**src/verilog/sfcd_defs.vh**
```
// Purpose: constants for the serial flash command decoder
// Assumes: opcodes are eight bits, shifted in msb first
// Notes:   class, status layout and register map live here
//
// Operation
// BE is DDR dual read, 32-bit address
// EB quad read cfg addr, EC 32-bit
// ED DDR quad read, EE 32-bit address
// 02 and 12 are page writes
// 32, 38, 34 are quad page writes
// 20 and 21 clear a 4 KB sector
// 60 or alternate code clears whole array
// D8 and DC clear one large sector
// F0 is software reset
// A3, 18, E5, E6 are reserved
// A7 reads lock bit, A6 writes it
// busy set while internal operation runs
// first status read returns busy
// failed program or erase sets failure flag
// failure flag keeps busy at one
// failure state accepts only five commands
// host clears status then write-disables
// clear-status clears busy and failure flags
// write-disable clears the write latch
// hardware or software reset restores standby
// register write runs as one internal operation
// other commands ignored in failure state
`ifndef SFCD_DEFS_VH
`define SFCD_DEFS_VH

// opcodes
`define SFCD_OPC_DDR_DUAL_RD_L 8'hBE
`define SFCD_OPC_QUAD_RD       8'hEB
`define SFCD_OPC_QUAD_RD_L     8'hEC
`define SFCD_OPC_DDR_QUAD_RD   8'hED
`define SFCD_OPC_DDR_QUAD_RD_L 8'hEE
`define SFCD_OPC_PAGE_WR       8'h02
`define SFCD_OPC_PAGE_WR_L     8'h12
`define SFCD_OPC_QPAGE_WR      8'h32
`define SFCD_OPC_QPAGE_WR_ALT  8'h38
`define SFCD_OPC_QPAGE_WR_L    8'h34
`define SFCD_OPC_SMALL_CLR     8'h20
`define SFCD_OPC_SMALL_CLR_L   8'h21
`define SFCD_OPC_ARRAY_CLR     8'h60
`define SFCD_OPC_ARRAY_CLR_ALT 8'hC7
`define SFCD_OPC_SECT_CLR      8'hD8
`define SFCD_OPC_SECT_CLR_L    8'hDC
`define SFCD_OPC_SOFT_RESET    8'hF0
`define SFCD_OPC_RSVD_MULTI    8'hA3
`define SFCD_OPC_RSVD_18       8'h18
`define SFCD_OPC_RSVD_E5       8'hE5
`define SFCD_OPC_RSVD_E6       8'hE6
`define SFCD_OPC_LOCK_RD       8'hA7
`define SFCD_OPC_LOCK_WR       8'hA6
`define SFCD_OPC_STATUS1_RD    8'h05
`define SFCD_OPC_STATUS2_RD    8'h07
`define SFCD_OPC_WRITE_LOCK    8'h04
`define SFCD_OPC_WRITE_EN      8'h06
`define SFCD_OPC_CLEAR_FAIL    8'h30
`define SFCD_OPC_REG_WR        8'h01

// command classes
`define SFCD_CL_OTHER   4'h0
`define SFCD_CL_READ    4'h1
`define SFCD_CL_PROG    4'h2
`define SFCD_CL_ERASE   4'h3
`define SFCD_CL_STATUS  4'h4
`define SFCD_CL_WEN     4'h5
`define SFCD_CL_WDIS    4'h6
`define SFCD_CL_CLEAR   4'h7
`define SFCD_CL_RESET   4'h8
`define SFCD_CL_LOCKRD  4'h9
`define SFCD_CL_LOCKWR  4'hA
`define SFCD_CL_REGWR   4'hB
`define SFCD_CL_RSVD    4'hC

// data lines and serial clock limits
`define SFCD_LN_1   3'h1
`define SFCD_LN_2   3'h2
`define SFCD_LN_4   3'h4
`define SFCD_MHZ_80  8'h50
`define SFCD_MHZ_104 8'h68
`define SFCD_MHZ_133 8'h85

// internal operation kinds
`define SFCD_OP_PROG   2'h0
`define SFCD_OP_ERASE  2'h1
`define SFCD_OP_REGWR  2'h2
`define SFCD_OP_LOCKWR 2'h3

// status byte bit positions
`define SFCD_ST_BUSY 0
`define SFCD_ST_WEL  1
`define SFCD_ST_EERR 5
`define SFCD_ST_PERR 6

// register map, byte addresses
`define SFCD_REG_CTRL   4'h0
`define SFCD_REG_STATUS 4'h4
`define SFCD_REG_LAST   4'h8
`define SFCD_CTRL_ADDR4 0
`define SFCD_CTRL_RST   32'h0000_0000

`endif

```
**src/verilog/sfcd_decoder.v**
```verilog
// Purpose: command decoder and status tracker of a serial flash
// Assumes: spi mode 0, opcode and status data on single lines
// Notes:   array engine outside reports done and fail per op
//
// Decided for this implementation: the register addresses and the address-and-strobe port.
`include "sfcd_defs.vh"

module sfcd_decoder (
  // clock, reset, enable
  input  wire        clock,
  input  wire        srst,
  input  wire        clk_en,
  // serial pins from the host
  input  wire        sck,
  input  wire        cs_n,
  input  wire        si,
  input  wire        hw_reset_n,
  output wire        so,
  output wire        so_oe,
  // decoded command stream
  output wire        cmd_valid,
  output wire [3:0]  cmd_class,
  output wire [7:0]  cmd_opcode,
  output wire        cmd_addr32,
  output wire [2:0]  cmd_lines,
  output wire        cmd_ddr,
  output wire [7:0]  cmd_max_mhz,
  // internal operation engine
  output wire        op_start,
  output wire [1:0]  op_kind,
  output wire        op_abort,
  input  wire        op_done,
  input  wire        op_fail,
  // register port
  input  wire [3:0]  reg_addr,
  input  wire [31:0] reg_wdata,
  input  wire        reg_wr,
  input  wire        reg_rd,
  output wire [31:0] reg_rdata,
  // status view
  output wire        busy_flag,
  output wire        write_latch_flag,
  output wire        fail_state
);

  // serial engine states
  localparam [2:0] ST_OPC  = 3'b001;
  localparam [2:0] ST_OUT  = 3'b010;
  localparam [2:0] ST_SKIP = 3'b100;

  // pin synchronisers, third stage only for edge detection
  reg        sck_s1_r;
  reg        sck_s2_r;
  reg        sck_s3_r;
  reg        cs_s1_r;
  reg        cs_s2_r;
  reg        cs_s3_r;
  reg        si_s1_r;
  reg        si_s2_r;
  reg        hrst_s1_r;
  reg        hrst_s2_r;

  // serial engine
  reg [2:0]  state_r;
  reg [2:0]  bitcnt_r;
  reg [6:0]  shin_r;
  reg [7:0]  shout_r;
  reg [2:0]  outcnt_r;
  reg [7:0]  outsel_r;
  reg        so_r;
  reg        pend_r;
  reg [1:0]  pend_kind_r;

  // flags and bookkeeping
  reg        run_r;
  reg [1:0]  kind_r;
  reg        wel_r;
  reg        perr_r;
  reg        eerr_r;
  reg        lock_r;
  reg [31:0] ctrl_r;
  reg [31:0] rdata_r;
  reg        cvalid_r;
  reg [16:0] cinfo_r;
  reg [7:0]  copc_r;
  reg        start_r;
  reg [1:0]  start_kind_r;
  reg        abort_r;

  wire       sck_rise = sck_s2_r & ~sck_s3_r;
  wire       sck_fall = ~sck_s2_r & sck_s3_r;
  wire       cs_rise  = cs_s2_r & ~cs_s3_r;
  wire       cs_low   = ~cs_s2_r;
  wire [7:0] opc      = {shin_r, si_s2_r};
  wire       failed   = perr_r | eerr_r;
  wire       busy     = run_r | failed;

  // class, long address, lines, ddr, clock limit of one opcode
  function [16:0] dec;
    input [7:0] op;
    begin
      case (op)
        `SFCD_OPC_DDR_DUAL_RD_L:
          dec = {`SFCD_CL_READ, 1'b1, `SFCD_LN_2, 1'b1, `SFCD_MHZ_80};
        `SFCD_OPC_QUAD_RD:
          dec = {`SFCD_CL_READ, 1'b0, `SFCD_LN_4, 1'b0, `SFCD_MHZ_104};
        `SFCD_OPC_QUAD_RD_L:
          dec = {`SFCD_CL_READ, 1'b1, `SFCD_LN_4, 1'b0, `SFCD_MHZ_104};
        `SFCD_OPC_DDR_QUAD_RD:
          dec = {`SFCD_CL_READ, 1'b0, `SFCD_LN_4, 1'b1, `SFCD_MHZ_80};
        `SFCD_OPC_DDR_QUAD_RD_L:
          dec = {`SFCD_CL_READ, 1'b1, `SFCD_LN_4, 1'b1, `SFCD_MHZ_80};
        `SFCD_OPC_PAGE_WR:
          dec = {`SFCD_CL_PROG, 1'b0, `SFCD_LN_1, 1'b0, `SFCD_MHZ_133};
        `SFCD_OPC_PAGE_WR_L:
          dec = {`SFCD_CL_PROG, 1'b1, `SFCD_LN_1, 1'b0, `SFCD_MHZ_133};
        `SFCD_OPC_QPAGE_WR, `SFCD_OPC_QPAGE_WR_ALT:
          dec = {`SFCD_CL_PROG, 1'b0, `SFCD_LN_4, 1'b0, `SFCD_MHZ_80};
        `SFCD_OPC_QPAGE_WR_L:
          dec = {`SFCD_CL_PROG, 1'b1, `SFCD_LN_4, 1'b0, `SFCD_MHZ_80};
        `SFCD_OPC_SMALL_CLR:
          dec = {`SFCD_CL_ERASE, 1'b0, `SFCD_LN_1, 1'b0, `SFCD_MHZ_133};
        `SFCD_OPC_SMALL_CLR_L:
          dec = {`SFCD_CL_ERASE, 1'b1, `SFCD_LN_1, 1'b0, `SFCD_MHZ_133};
        `SFCD_OPC_ARRAY_CLR, `SFCD_OPC_ARRAY_CLR_ALT:
          dec = {`SFCD_CL_ERASE, 1'b0, `SFCD_LN_1, 1'b0, `SFCD_MHZ_133};
        `SFCD_OPC_SECT_CLR:
          dec = {`SFCD_CL_ERASE, 1'b0, `SFCD_LN_1, 1'b0, `SFCD_MHZ_133};
        `SFCD_OPC_SECT_CLR_L:
          dec = {`SFCD_CL_ERASE, 1'b1, `SFCD_LN_1, 1'b0, `SFCD_MHZ_133};
        `SFCD_OPC_SOFT_RESET:
          dec = {`SFCD_CL_RESET, 1'b0, `SFCD_LN_1, 1'b0, `SFCD_MHZ_133};
        `SFCD_OPC_RSVD_MULTI, `SFCD_OPC_RSVD_18,
        `SFCD_OPC_RSVD_E5, `SFCD_OPC_RSVD_E6:
          dec = {`SFCD_CL_RSVD, 1'b0, `SFCD_LN_1, 1'b0, `SFCD_MHZ_133};
        `SFCD_OPC_LOCK_RD:
          dec = {`SFCD_CL_LOCKRD, 1'b0, `SFCD_LN_1, 1'b0, `SFCD_MHZ_133};
        `SFCD_OPC_LOCK_WR:
          dec = {`SFCD_CL_LOCKWR, 1'b0, `SFCD_LN_1, 1'b0, `SFCD_MHZ_133};
        `SFCD_OPC_STATUS1_RD, `SFCD_OPC_STATUS2_RD:
          dec = {`SFCD_CL_STATUS, 1'b0, `SFCD_LN_1, 1'b0, `SFCD_MHZ_133};
        `SFCD_OPC_WRITE_EN:
          dec = {`SFCD_CL_WEN, 1'b0, `SFCD_LN_1, 1'b0, `SFCD_MHZ_133};
        `SFCD_OPC_WRITE_LOCK:
          dec = {`SFCD_CL_WDIS, 1'b0, `SFCD_LN_1, 1'b0, `SFCD_MHZ_133};
        `SFCD_OPC_CLEAR_FAIL:
          dec = {`SFCD_CL_CLEAR, 1'b0, `SFCD_LN_1, 1'b0, `SFCD_MHZ_133};
        `SFCD_OPC_REG_WR:
          dec = {`SFCD_CL_REGWR, 1'b0, `SFCD_LN_1, 1'b0, `SFCD_MHZ_133};
        default:
          dec = {`SFCD_CL_OTHER, 1'b0, `SFCD_LN_1, 1'b0, `SFCD_MHZ_133};
      endcase
    end
  endfunction

  // decode of the byte completing on this sck edge
  wire [16:0] cur     = dec(opc);
  wire [3:0]  cur_cl  = cur[16:13];
  wire        byte_in = (state_r == ST_OPC) & cs_low & sck_rise &
                        (bitcnt_r == 3'h7);

  // failure state lets only five commands through
  wire fail_ok = (cur_cl == `SFCD_CL_STATUS) |
                 (cur_cl == `SFCD_CL_WDIS) |
                 (cur_cl == `SFCD_CL_CLEAR) |
                 (cur_cl == `SFCD_CL_RESET);
  // while an operation runs, new writes are held off
  wire busy_ok = ~((cur_cl == `SFCD_CL_PROG) |
                   (cur_cl == `SFCD_CL_ERASE) |
                   (cur_cl == `SFCD_CL_REGWR) |
                   (cur_cl == `SFCD_CL_LOCKWR) |
                   (cur_cl == `SFCD_CL_WEN));
  wire accept  = byte_in & (failed ? fail_ok :
                            (run_r ? busy_ok : 1'b1));
  wire is_op   = (cur_cl == `SFCD_CL_PROG) |
                 (cur_cl == `SFCD_CL_ERASE) |
                 (cur_cl == `SFCD_CL_REGWR) |
                 (cur_cl == `SFCD_CL_LOCKWR);
  wire soft_rst = accept & (cur_cl == `SFCD_CL_RESET);
  wire hard_rst = ~hrst_s2_r;
  wire any_rst  = soft_rst | hard_rst;

  // live status bytes
  wire [7:0] stat1 = ({7'h00, busy} << `SFCD_ST_BUSY) |
                     ({7'h00, wel_r} << `SFCD_ST_WEL) |
                     ({7'h00, eerr_r} << `SFCD_ST_EERR) |
                     ({7'h00, perr_r} << `SFCD_ST_PERR);
  wire [7:0] out_byte = (outsel_r == `SFCD_OPC_STATUS1_RD) ? stat1 :
                        (outsel_r == `SFCD_OPC_LOCK_RD) ?
                        {7'h00, lock_r} : 8'h00;

  // synchronisers; pins come from the host's clock domain
  always @(posedge clock) begin
    if (srst) begin
      sck_s1_r  <= 1'b0;
      sck_s2_r  <= 1'b0;
      sck_s3_r  <= 1'b0;
      cs_s1_r   <= 1'b1;
      cs_s2_r   <= 1'b1;
      cs_s3_r   <= 1'b1;
      si_s1_r   <= 1'b0;
      si_s2_r   <= 1'b0;
      hrst_s1_r <= 1'b1;
      hrst_s2_r <= 1'b1;
    end else if (clk_en) begin
      sck_s1_r  <= sck;
      sck_s2_r  <= sck_s1_r;
      sck_s3_r  <= sck_s2_r;
      cs_s1_r   <= cs_n;
      cs_s2_r   <= cs_s1_r;
      cs_s3_r   <= cs_s2_r;
      si_s1_r   <= si;
      si_s2_r   <= si_s1_r;
      hrst_s1_r <= hw_reset_n;
      hrst_s2_r <= hrst_s1_r;
    end
  end

  // serial engine: opcode in, status or lock byte out
  always @(posedge clock) begin
    if (srst) begin
      state_r     <= ST_OPC;
      bitcnt_r    <= 3'h0;
      shin_r      <= 7'h00;
      shout_r     <= 8'h00;
      outcnt_r    <= 3'h0;
      outsel_r    <= 8'h00;
      so_r        <= 1'b0;
      pend_r      <= 1'b0;
      pend_kind_r <= `SFCD_OP_PROG;
    end else if (clk_en) begin
      if (~cs_low | hard_rst) begin
        // chip select high or hardware reset ends a frame, even mid byte
        state_r  <= ST_OPC;
        bitcnt_r <= 3'h0;
        outcnt_r <= 3'h0;
        so_r     <= 1'b0;
        if (cs_rise | hard_rst)
          pend_r <= 1'b0;
      end else begin
        case (state_r)
          ST_OPC: begin
            if (sck_rise) begin
              shin_r   <= opc[6:0];
              bitcnt_r <= bitcnt_r + 3'h1;
              if (bitcnt_r == 3'h7) begin
                outsel_r <= opc;
                outcnt_r <= 3'h0;
                if (accept & ((cur_cl == `SFCD_CL_STATUS) |
                              (cur_cl == `SFCD_CL_LOCKRD)))
                  state_r <= ST_OUT;
                else
                  state_r <= ST_SKIP;
                if (accept & is_op & wel_r) begin
                  pend_r <= 1'b1;
                  case (cur_cl)
                    `SFCD_CL_PROG:   pend_kind_r <= `SFCD_OP_PROG;
                    `SFCD_CL_ERASE:  pend_kind_r <= `SFCD_OP_ERASE;
                    `SFCD_CL_REGWR:  pend_kind_r <= `SFCD_OP_REGWR;
                    default:         pend_kind_r <= `SFCD_OP_LOCKWR;
                  endcase
                end
              end
            end
          end
          ST_OUT: begin
            // refresh per byte so the host sees busy change
            if (sck_fall) begin
              if (outcnt_r == 3'h0) begin
                so_r    <= out_byte[7];
                shout_r <= {out_byte[6:0], 1'b0};
              end else begin
                so_r    <= shout_r[7];
                shout_r <= {shout_r[6:0], 1'b0};
              end
              outcnt_r <= outcnt_r + 3'h1;
            end
          end
          ST_SKIP: begin
            // address and data bytes belong to other blocks
            state_r <= ST_SKIP;
          end
          default: state_r <= ST_OPC;
        endcase
      end
    end
  end

  // flags, operation tracking and command report
  always @(posedge clock) begin
    if (srst) begin
      run_r        <= 1'b0;
      kind_r       <= `SFCD_OP_PROG;
      wel_r        <= 1'b0;
      perr_r       <= 1'b0;
      eerr_r       <= 1'b0;
      lock_r       <= 1'b0;
      cvalid_r     <= 1'b0;
      cinfo_r      <= 17'h00000;
      copc_r       <= 8'h00;
      start_r      <= 1'b0;
      start_kind_r <= `SFCD_OP_PROG;
      abort_r      <= 1'b0;
    end else if (clk_en) begin
      cvalid_r <= accept;
      start_r  <= 1'b0;
      abort_r  <= any_rst & run_r;
      if (accept) begin
        cinfo_r <= cur;
        copc_r  <= opc;
      end
      // a reset clears and skips all sets; otherwise command clears come first and hardware sets below win the same cycle
      if (any_rst) begin
        run_r  <= 1'b0;
        wel_r  <= 1'b0;
        perr_r <= 1'b0;
        eerr_r <= 1'b0;
      end else begin
        if (accept & (cur_cl == `SFCD_CL_CLEAR)) begin
          perr_r <= 1'b0;
          eerr_r <= 1'b0;
          if (failed)
            run_r <= 1'b0;
        end
        if (accept & (cur_cl == `SFCD_CL_WDIS))
          wel_r <= 1'b0;
        if (accept & (cur_cl == `SFCD_CL_WEN))
          wel_r <= 1'b1;
        // writes launch when chip select closes the frame
        if (cs_rise & pend_r & ~busy) begin
          run_r        <= 1'b1;
          kind_r       <= pend_kind_r;
          start_r      <= 1'b1;
          start_kind_r <= pend_kind_r;
        end
        if (run_r & op_done) begin
          run_r <= 1'b0;
          if (op_fail) begin
            // latch stays set so the host must write-disable
            if (kind_r == `SFCD_OP_PROG)
              perr_r <= 1'b1;
            if (kind_r == `SFCD_OP_ERASE)
              eerr_r <= 1'b1;
          end else begin
            wel_r <= 1'b0;
            if (kind_r == `SFCD_OP_LOCKWR)
              lock_r <= 1'b1;
          end
        end
      end
    end
  end

  // register port, read data one cycle after the strobe
  always @(posedge clock) begin
    if (srst) begin
      ctrl_r  <= `SFCD_CTRL_RST;
      rdata_r <= 32'h0000_0000;
    end else if (clk_en) begin
      if (reg_wr & (reg_addr == `SFCD_REG_CTRL))
        ctrl_r <= {31'h0000_0000, reg_wdata[`SFCD_CTRL_ADDR4]};
      if (reg_rd) begin
        case (reg_addr)
          `SFCD_REG_CTRL:   rdata_r <= ctrl_r;
          `SFCD_REG_STATUS: rdata_r <= {22'h000000, lock_r, failed,
                                        stat1};
          `SFCD_REG_LAST:   rdata_r <= {20'h00000, cinfo_r[16:13],
                                        copc_r};
          default:          rdata_r <= 32'h0000_0000;
        endcase
      end
    end
  end

  // outputs
  assign so               = so_r;
  assign so_oe            = (state_r == ST_OUT) & cs_low;
  assign cmd_valid        = cvalid_r;
  assign cmd_class        = cinfo_r[16:13];
  assign cmd_opcode       = copc_r;
  assign cmd_addr32       = cinfo_r[12] | ctrl_r[`SFCD_CTRL_ADDR4];
  assign cmd_lines        = cinfo_r[11:9];
  assign cmd_ddr          = cinfo_r[8];
  assign cmd_max_mhz      = cinfo_r[7:0];
  assign op_start         = start_r;
  assign op_kind          = start_kind_r;
  assign op_abort         = abort_r;
  assign reg_rdata        = rdata_r;
  assign busy_flag        = busy;
  assign write_latch_flag = wel_r;
  assign fail_state       = failed;

endmodule // sfcd_decoder

```
**config.mk**
```make
export PLATFORM = sky130hd
export DESIGN_NAME = sfcd_decoder
export DESIGN_NICKNAME = d
export VERILOG_FILES = /design/src/verilog/sfcd_decoder.v
export VERILOG_INCLUDE_DIRS = /design/src /design/src/verilog
export SDC_FILE = /design/constraint.sdc
export NUM_CORES = 1
export LEC_CHECK = 0
export BUFFER_PORTS_ARGS = -buffer_cell sky130_fd_sc_hd__buf_2
export CAP_MARGIN = 15
export CORE_ASPECT_RATIO = 1.2
export CORE_MARGIN = 1
export CORE_UTILIZATION = 54
export CTS_CLUSTER_DIAMETER = 120
export DETAILED_ROUTE_END_ITERATION = 8
export PLACE_DENSITY_LB_ADDON = 0.1
export REMOVE_ABC_BUFFERS = 1
export SLEW_MARGIN = 20
export SYNTH_ARGS = -nofsm -noshare
export SYNTH_HDL_FRONTEND = slang
export SYNTH_SLANG_ARGS = --single-unit
```
**constraint.sdc**
```tcl
create_clock -name clock -period 3.2 [get_ports clock]
set_input_delay 0.32 -clock clock [delete_from_list [all_inputs] [get_ports clock]]
set_output_delay 0.32 -clock clock [all_outputs]
set_load 0.01 [all_outputs]
```
Yosys cells after proc, flatten, opt, wreduce, memory -nomap -nowiden
Cells that the tools add are included.

Flip-flop bits (word level): 114. Bits of input ports: 47.

$add $sub $neg: 2. Eq/ne operators: 54. Muxes and demuxes: 53. Bitwise operators: 47. Reduce and logical (&&, ||, !) cells: 32.

Operators with widths (count): one-hot mux 17 bit (20 select lines) (1); equality test 8 bit, second input constant (15); equality test 8 x 6 -> 1 bit, second input constant (6); equality test 8 x 3 -> 1 bit, second input constant (5); one-hot mux 12 bit (3 select lines) (1); two-way mux 1 bit (35); two-way mux 3 bit (11); AND 1 bit (20); equality test 4 x 3 -> 1 bit, second input constant (5); equality test 4 bit, second input constant (5); equality test 8 x 5 -> 1 bit, second input constant (2); AND reduction 5 bit (3); OR 1 bit (14); AND reduction 3 bit (4); AND reduction 4 bit (3); AND reduction 6 bit (2); nonzero test 2 bit (6); NOT 1 bit (10); one-hot mux 3 bit (3 select lines) (1); equality test 4 x 2 -> 1 bit, second input constant (2); equality test 8 x 1 -> 1 bit, second input constant (1); equality test 8 x 2 -> 1 bit, second input constant (1); equality test 8 x 7 -> 1 bit, second input constant (1); two-way mux 8 bit (1); other kinds (25) (33).

Logic depth before layout (Yosys ltp)
Word-level depth: 19. Mapped depth: 11.

Worst setup path before layout
No wires, ideal clock.

Kind: flip-flop to flip-flop. Start point: register bitcnt_r[0]. End point: register state_r[2]. Setup time: 0.117 ns. Arrival: 2.376 ns. Data required time: 3.083 ns. Slack: 0.707 ns. Cell stages (with the launch flop): 11. Path buffers: 1. Period minus slack after synthesis: 2.493 ns. Cell sequence: dfxtp_1 ha_1 ha_1 clkbuf_1 inv_1 nor4_1 o31ai_1 a211oi_1 nor4_1 a22o_1 a32o_1.

Cells in the longest elaborated chain, start to end: 9.

RTL lines: start, declared (RTL line sfcd_decoder.v:65) `reg [2:0] bitcnt_r;`; start signal, assigned (RTL line sfcd_decoder.v:245) `bitcnt_r <= bitcnt_r + 3'h1;`; equality test 3 bit * (RTL line sfcd_decoder.v:160, sfcd_decoder.v:246); AND 1 bit (RTL line sfcd_decoder.v:159) `wire byte_in = (state_r == ST_OPC) & cs_low & sck_rise &`; AND 1 bit (RTL line sfcd_decoder.v:173) `wire accept = byte_in & (failed ? fail_ok :`; AND 1 bit (RTL line sfcd_decoder.v:249) `` if (accept & ((cur_cl == `SFCD_CL_STATUS) | ``; two-way mux 3 bit (RTL line sfcd_decoder.v:249); two-way mux 3 bit (RTL line sfcd_decoder.v:246) `if (bitcnt_r == 3'h7) begin`; two-way mux 3 bit (RTL line sfcd_decoder.v:243) `if (sck_rise) begin`; one-hot mux 3 bit (3 select lines) (RTL line sfcd_decoder.v:241) `case (state_r)`; two-way mux 3 bit (RTL line sfcd_decoder.v:232) `if (~cs_low | hard_rst) begin`; end signal, assigned (RTL line sfcd_decoder.v:234) `state_r <= ST_OPC;`; end signal, assigned (RTL line sfcd_decoder.v:251) `state_r <= ST_OUT;`; end signal, assigned (RTL line sfcd_decoder.v:253) `state_r <= ST_SKIP;`; end, declared (RTL line sfcd_decoder.v:64) `reg [2:0] state_r;`.

Mark *: on every way between the ends. The rest lies on a longest branch, timed or not. The select of a mux whose other input is x is not followed. A chain may end at the register's enable or synchronous reset.

Final worst setup path
Start point: register shin_r[2]. End point: register cinfo_r[5].

Cells in the longest elaborated chain, start to end: 13.

RTL lines: start, declared (RTL line sfcd_decoder.v:66) `reg [6:0] shin_r;`; start signal, assigned (RTL line sfcd_decoder.v:244) `shin_r <= opc[6:0];`; equality test 8 bit (tied with other cells) (RTL line sfcd_decoder.v:102) `case (op)`; OR reduction 4 bit (tied with other cells) (RTL line sfcd_decoder.v:102); one-hot mux 17 bit (20 select lines) * (RTL line sfcd_decoder.v:102); equality test 4 x 2 -> 1 bit; OR 1 bit (4 in a row) (RTL line sfcd_decoder.v:168) `` wire busy_ok = ~((cur_cl == `SFCD_CL_PROG) | ``; NOT 1 bit (RTL line sfcd_decoder.v:168); two-way mux 1 bit (RTL line sfcd_decoder.v:174) `(run_r ? busy_ok : 1'b1));`; two-way mux 1 bit (RTL line sfcd_decoder.v:173); AND 1 bit (RTL line sfcd_decoder.v:173); AND reduction 2 bit (no source line); end signal, assigned (RTL line sfcd_decoder.v:309) `cinfo_r <= cur;`; end, declared (RTL line sfcd_decoder.v:84) `reg [16:0] cinfo_r;`.

Mark *: on every way between the ends. The rest lies on a longest branch, timed or not.

==> impl_metrics.ini <==
[grt]
grt_pass1_vias = 3989
overflow = 0
antenna_found_initial = 0
grtUsageTotal_pct = 26.3
grt_pass1_wl_um = 19000
grt_max_degree = 67

[critical_path]
crit_chain = or3b_1, or4_1, and3_4, o311ai_4, a21oi_4, buf_4, or4_1, o21ai_0
critPathArrivalTime_ns = 3.15
crit_top_cell = or4_1
critPathSlowestCell = dfxtp_1
critPathBufInv = 1
critPathCaptureType = flip-flop
critPathTopFamily = simple AND/OR/NAND/NOR gates
path_depth = 8
reg2reg_depth = 8
worst_ep_required_time_ns = 3.49
max_stage_delay_ns = 0.62
start_kind = flip-flop
critical_path.max_fanout = 16
critPathKind = flip-flop to flip-flop

[placed_design]
placed_area_um2 = 5000
place_inst = 738
place_congestion = 0.918
io_buffers = 61
hpwl_um = 8420

[sta]
max_slew_margin_pct = 55.4
finalMaxSlewViolations = 0
fin_hold_ws_ns = 0.174
min_period_ns = 2.86
rsz0062_at_grt = false
setup_viol = 0
period_share_pct = 89.3
skew_ns = 0.00819
hold_viol = 0
max_slew.worst_pin.slew_ns = 0.670
max_freq_mhz = 350
setup_tns_ns = 0

[die]
core_area_um2 = 8520
rows = 37
die_area_um2 = 9130
die-height_um = 104
io_pins = 114
initial_core_util_pct = 55.5
die_x_um = 87.4

[logic_synthesis]
synth_area_um2 = 4730
async_reset_ff_share_pct = 0
synth-seq-cells = 88
yosysWarnings = 0
synth_area_leaders = dfxtp_1, nor2_1, buf_4, a21oi_1, mux2i_1
syn_inst = 592
synth_commonest_cells = dfxtp_1, nor2_1, nand2_1
synth.distinct_cells = 67
yosys_most_used_dff = dfxtp_1
yosysMostFrequentCell = dfxtp_1
synth.top_cell.area_share_pct = 37.3
yosysSeqAreaShare_pct = 37.3
avgSynthCellArea_um2 = 7.98
synth_edf_count = 0
synth_largest_area_cell = dfxtp_1

[run]
cap_violations = 0

[power_and_ir_drop]
p_per_area_nw_per_um2 = 381
switchingPower_w = 0.000468
clockPowerShare_pct = 39.0
pwr-share-comb_pct = 5.1
p_int_w = 0.00151
leakage_nw = 2.07
seqPwrFrac_pct = 55.9
p_sw_share_pct = 23.6
ir_worst_vdd_uv = 221

[clock_network]
path_clk_slew_ns = 0.09
holdBufCountCts = 0
post_cts_buffers = 0
clockBufferDepth = 2
tritoncts = built
clockRootBuffer = clkbuf_8
cts_made_buffers = 9
cts_resized = 0
clk_latency_ns = 0.36
htree_levels = 3
cts.sinks = 88

[routing]
route.detailed.drc = 0
drt_iter0_drc = 188
wl_per_cell_um = 15.3
first_pass_iters = 5
routed_via_density = 5.71
totalWireLength_um = 11500
postRouteAntennaNets = 0
vias = 4302

[finish]
antenna_cells = 0
fin_cells = 754
finish.instance_area_um2 = 5200
syn2layout_area_growth_pct = 10.1
multi_input_area_um2 = 2530
drive_gt1_share_pct = 18.7
num-fill-cells = 849
final_util_pct = 61.1
regArea_um2 = 1760
nets = 683

[outcome]
status = finished, final reports clean

[hold_path]
whs_path_depth = 3
hold_class = input port to flip-flop
[logic make-up (layout without fill, tap and decap cells)]
group,Yosys count,in the layout,share of synthesized area [%]
flip-flops,88,88,37.3
AO/OA/AOI/OAI,134,134,18.6
other,1,21,0.0794
AND/OR/NAND/NOR,244,244,26.6
multiplexers,23,23,4.87
buffers and inverters,95,120,11.0
XOR/XNOR,3,3,0.556
adder cells (fa/ha/maj),4,4,1.06
[metal layers]
metal	wire length, µm	vias to the layer above	track usage, %
met2	5750	93	43.5
met1	5250	2068	34.9
met3	405	7	2.86
li1	-	2134	-
met5	0	-	0
met4	97	0	9.72
[power by group through the flow]
stage	clock network, W	registers (W)	logic, W
after CTS	0.000793	0.00111	0.000100
after detailed placement	0	0.00113	0.0000995
after global routing	0.000830	0.00111	0.000113
after floorplan	0	0.00113	0.0000510
final	0.000772	0.00111	0.000101
after global placement	0	0.00113	0.0000983
[through the flow]
step,power [W],worst slack [ns]
floorplan,0.00118,-0.665
CTS,0.00200,0.346
finish,0.00198,0.342
global placement,0.00123,0.373
global route,0.00205,0.147
detailed placement,0.00123,0.377
[final timing paths]
path                from          end  slack [ns]
min           hw_reset_n    hrst_s1_r        0.17
min reg2reg  outsel_r[4]  outsel_r[4]        0.45
max reg2reg    shin_r[2]   cinfo_r[5]        0.34
max            shin_r[2]   cinfo_r[5]        0.34
[area by class of cell]
cell class / instances / area share (%)
repair buffers: 88 / 9.76
clock buffers: 12 / 2.79
multi-input cells: 429 / 48.6
well taps: 117 / 2.81
inverters: 16 / 1.15
clock inverters: 4 / 1.03
flip-flops and latches: 88 / 33.9
[worst register-to-register path: cells and delay by family, from the launching register on]
| kind | cells | cell delay, ns |
|---|---|---|
| and+or+nand+nor | 4 | 1.61 |
| DFF | 1 | 0.62 |
| AOI/OAI and AO/OA | 3 | 0.36 |
| buffers and inverters | 1 | 0.20 |
[placed cells by master, fill, tap and decap left out, types with 3 or more instances in the layout]
| master | instances |
|---|---|
| a211oi_1 | 6 |
| a21o_1 | 3 |
| a21oi_1 | 47 |
| a22oi_1 | 16 |
| a311oi_1 | 3 |
| a31oi_1 | 6 |
| and3_1 | 5 |
| buf_2 | 61 |
| buf_4 | 27 |
| clkbuf_8 | 10 |
| conb_1 | 21 |
| dfxtp_1 | 88 |
| ha_1 | 4 |
| inv_1 | 16 |
| mux2i_1 | 23 |
| nand2_1 | 49 |
| nand2b_1 | 7 |
| nand3_1 | 29 |
| nand3b_1 | 3 |
| nand4_1 | 11 |
| nand4b_1 | 4 |
| nor2_1 | 75 |
| nor2b_1 | 5 |
| nor3_1 | 12 |
| nor3b_1 | 3 |
| nor4_1 | 5 |
| o21ai_0 | 25 |
| or2_2 | 5 |
| or3_1 | 4 |
| or3b_1 | 3 |
| or3b_2 | 3 |
| or4_1 | 6 |
[flip-flops by register name (all words and copies together) (netlist names), 2 cells and up]
name	cells
bitcnt_r	3
shout_r	7
shin_r	7
state_r	3
reg_rdata	12
op_kind	2
outcnt_r	3
cinfo_r	12
pend_kind_r	2
cmd_opcode	8
outsel_r	8
Note: power is estimated with default switching activity, not from simulation.
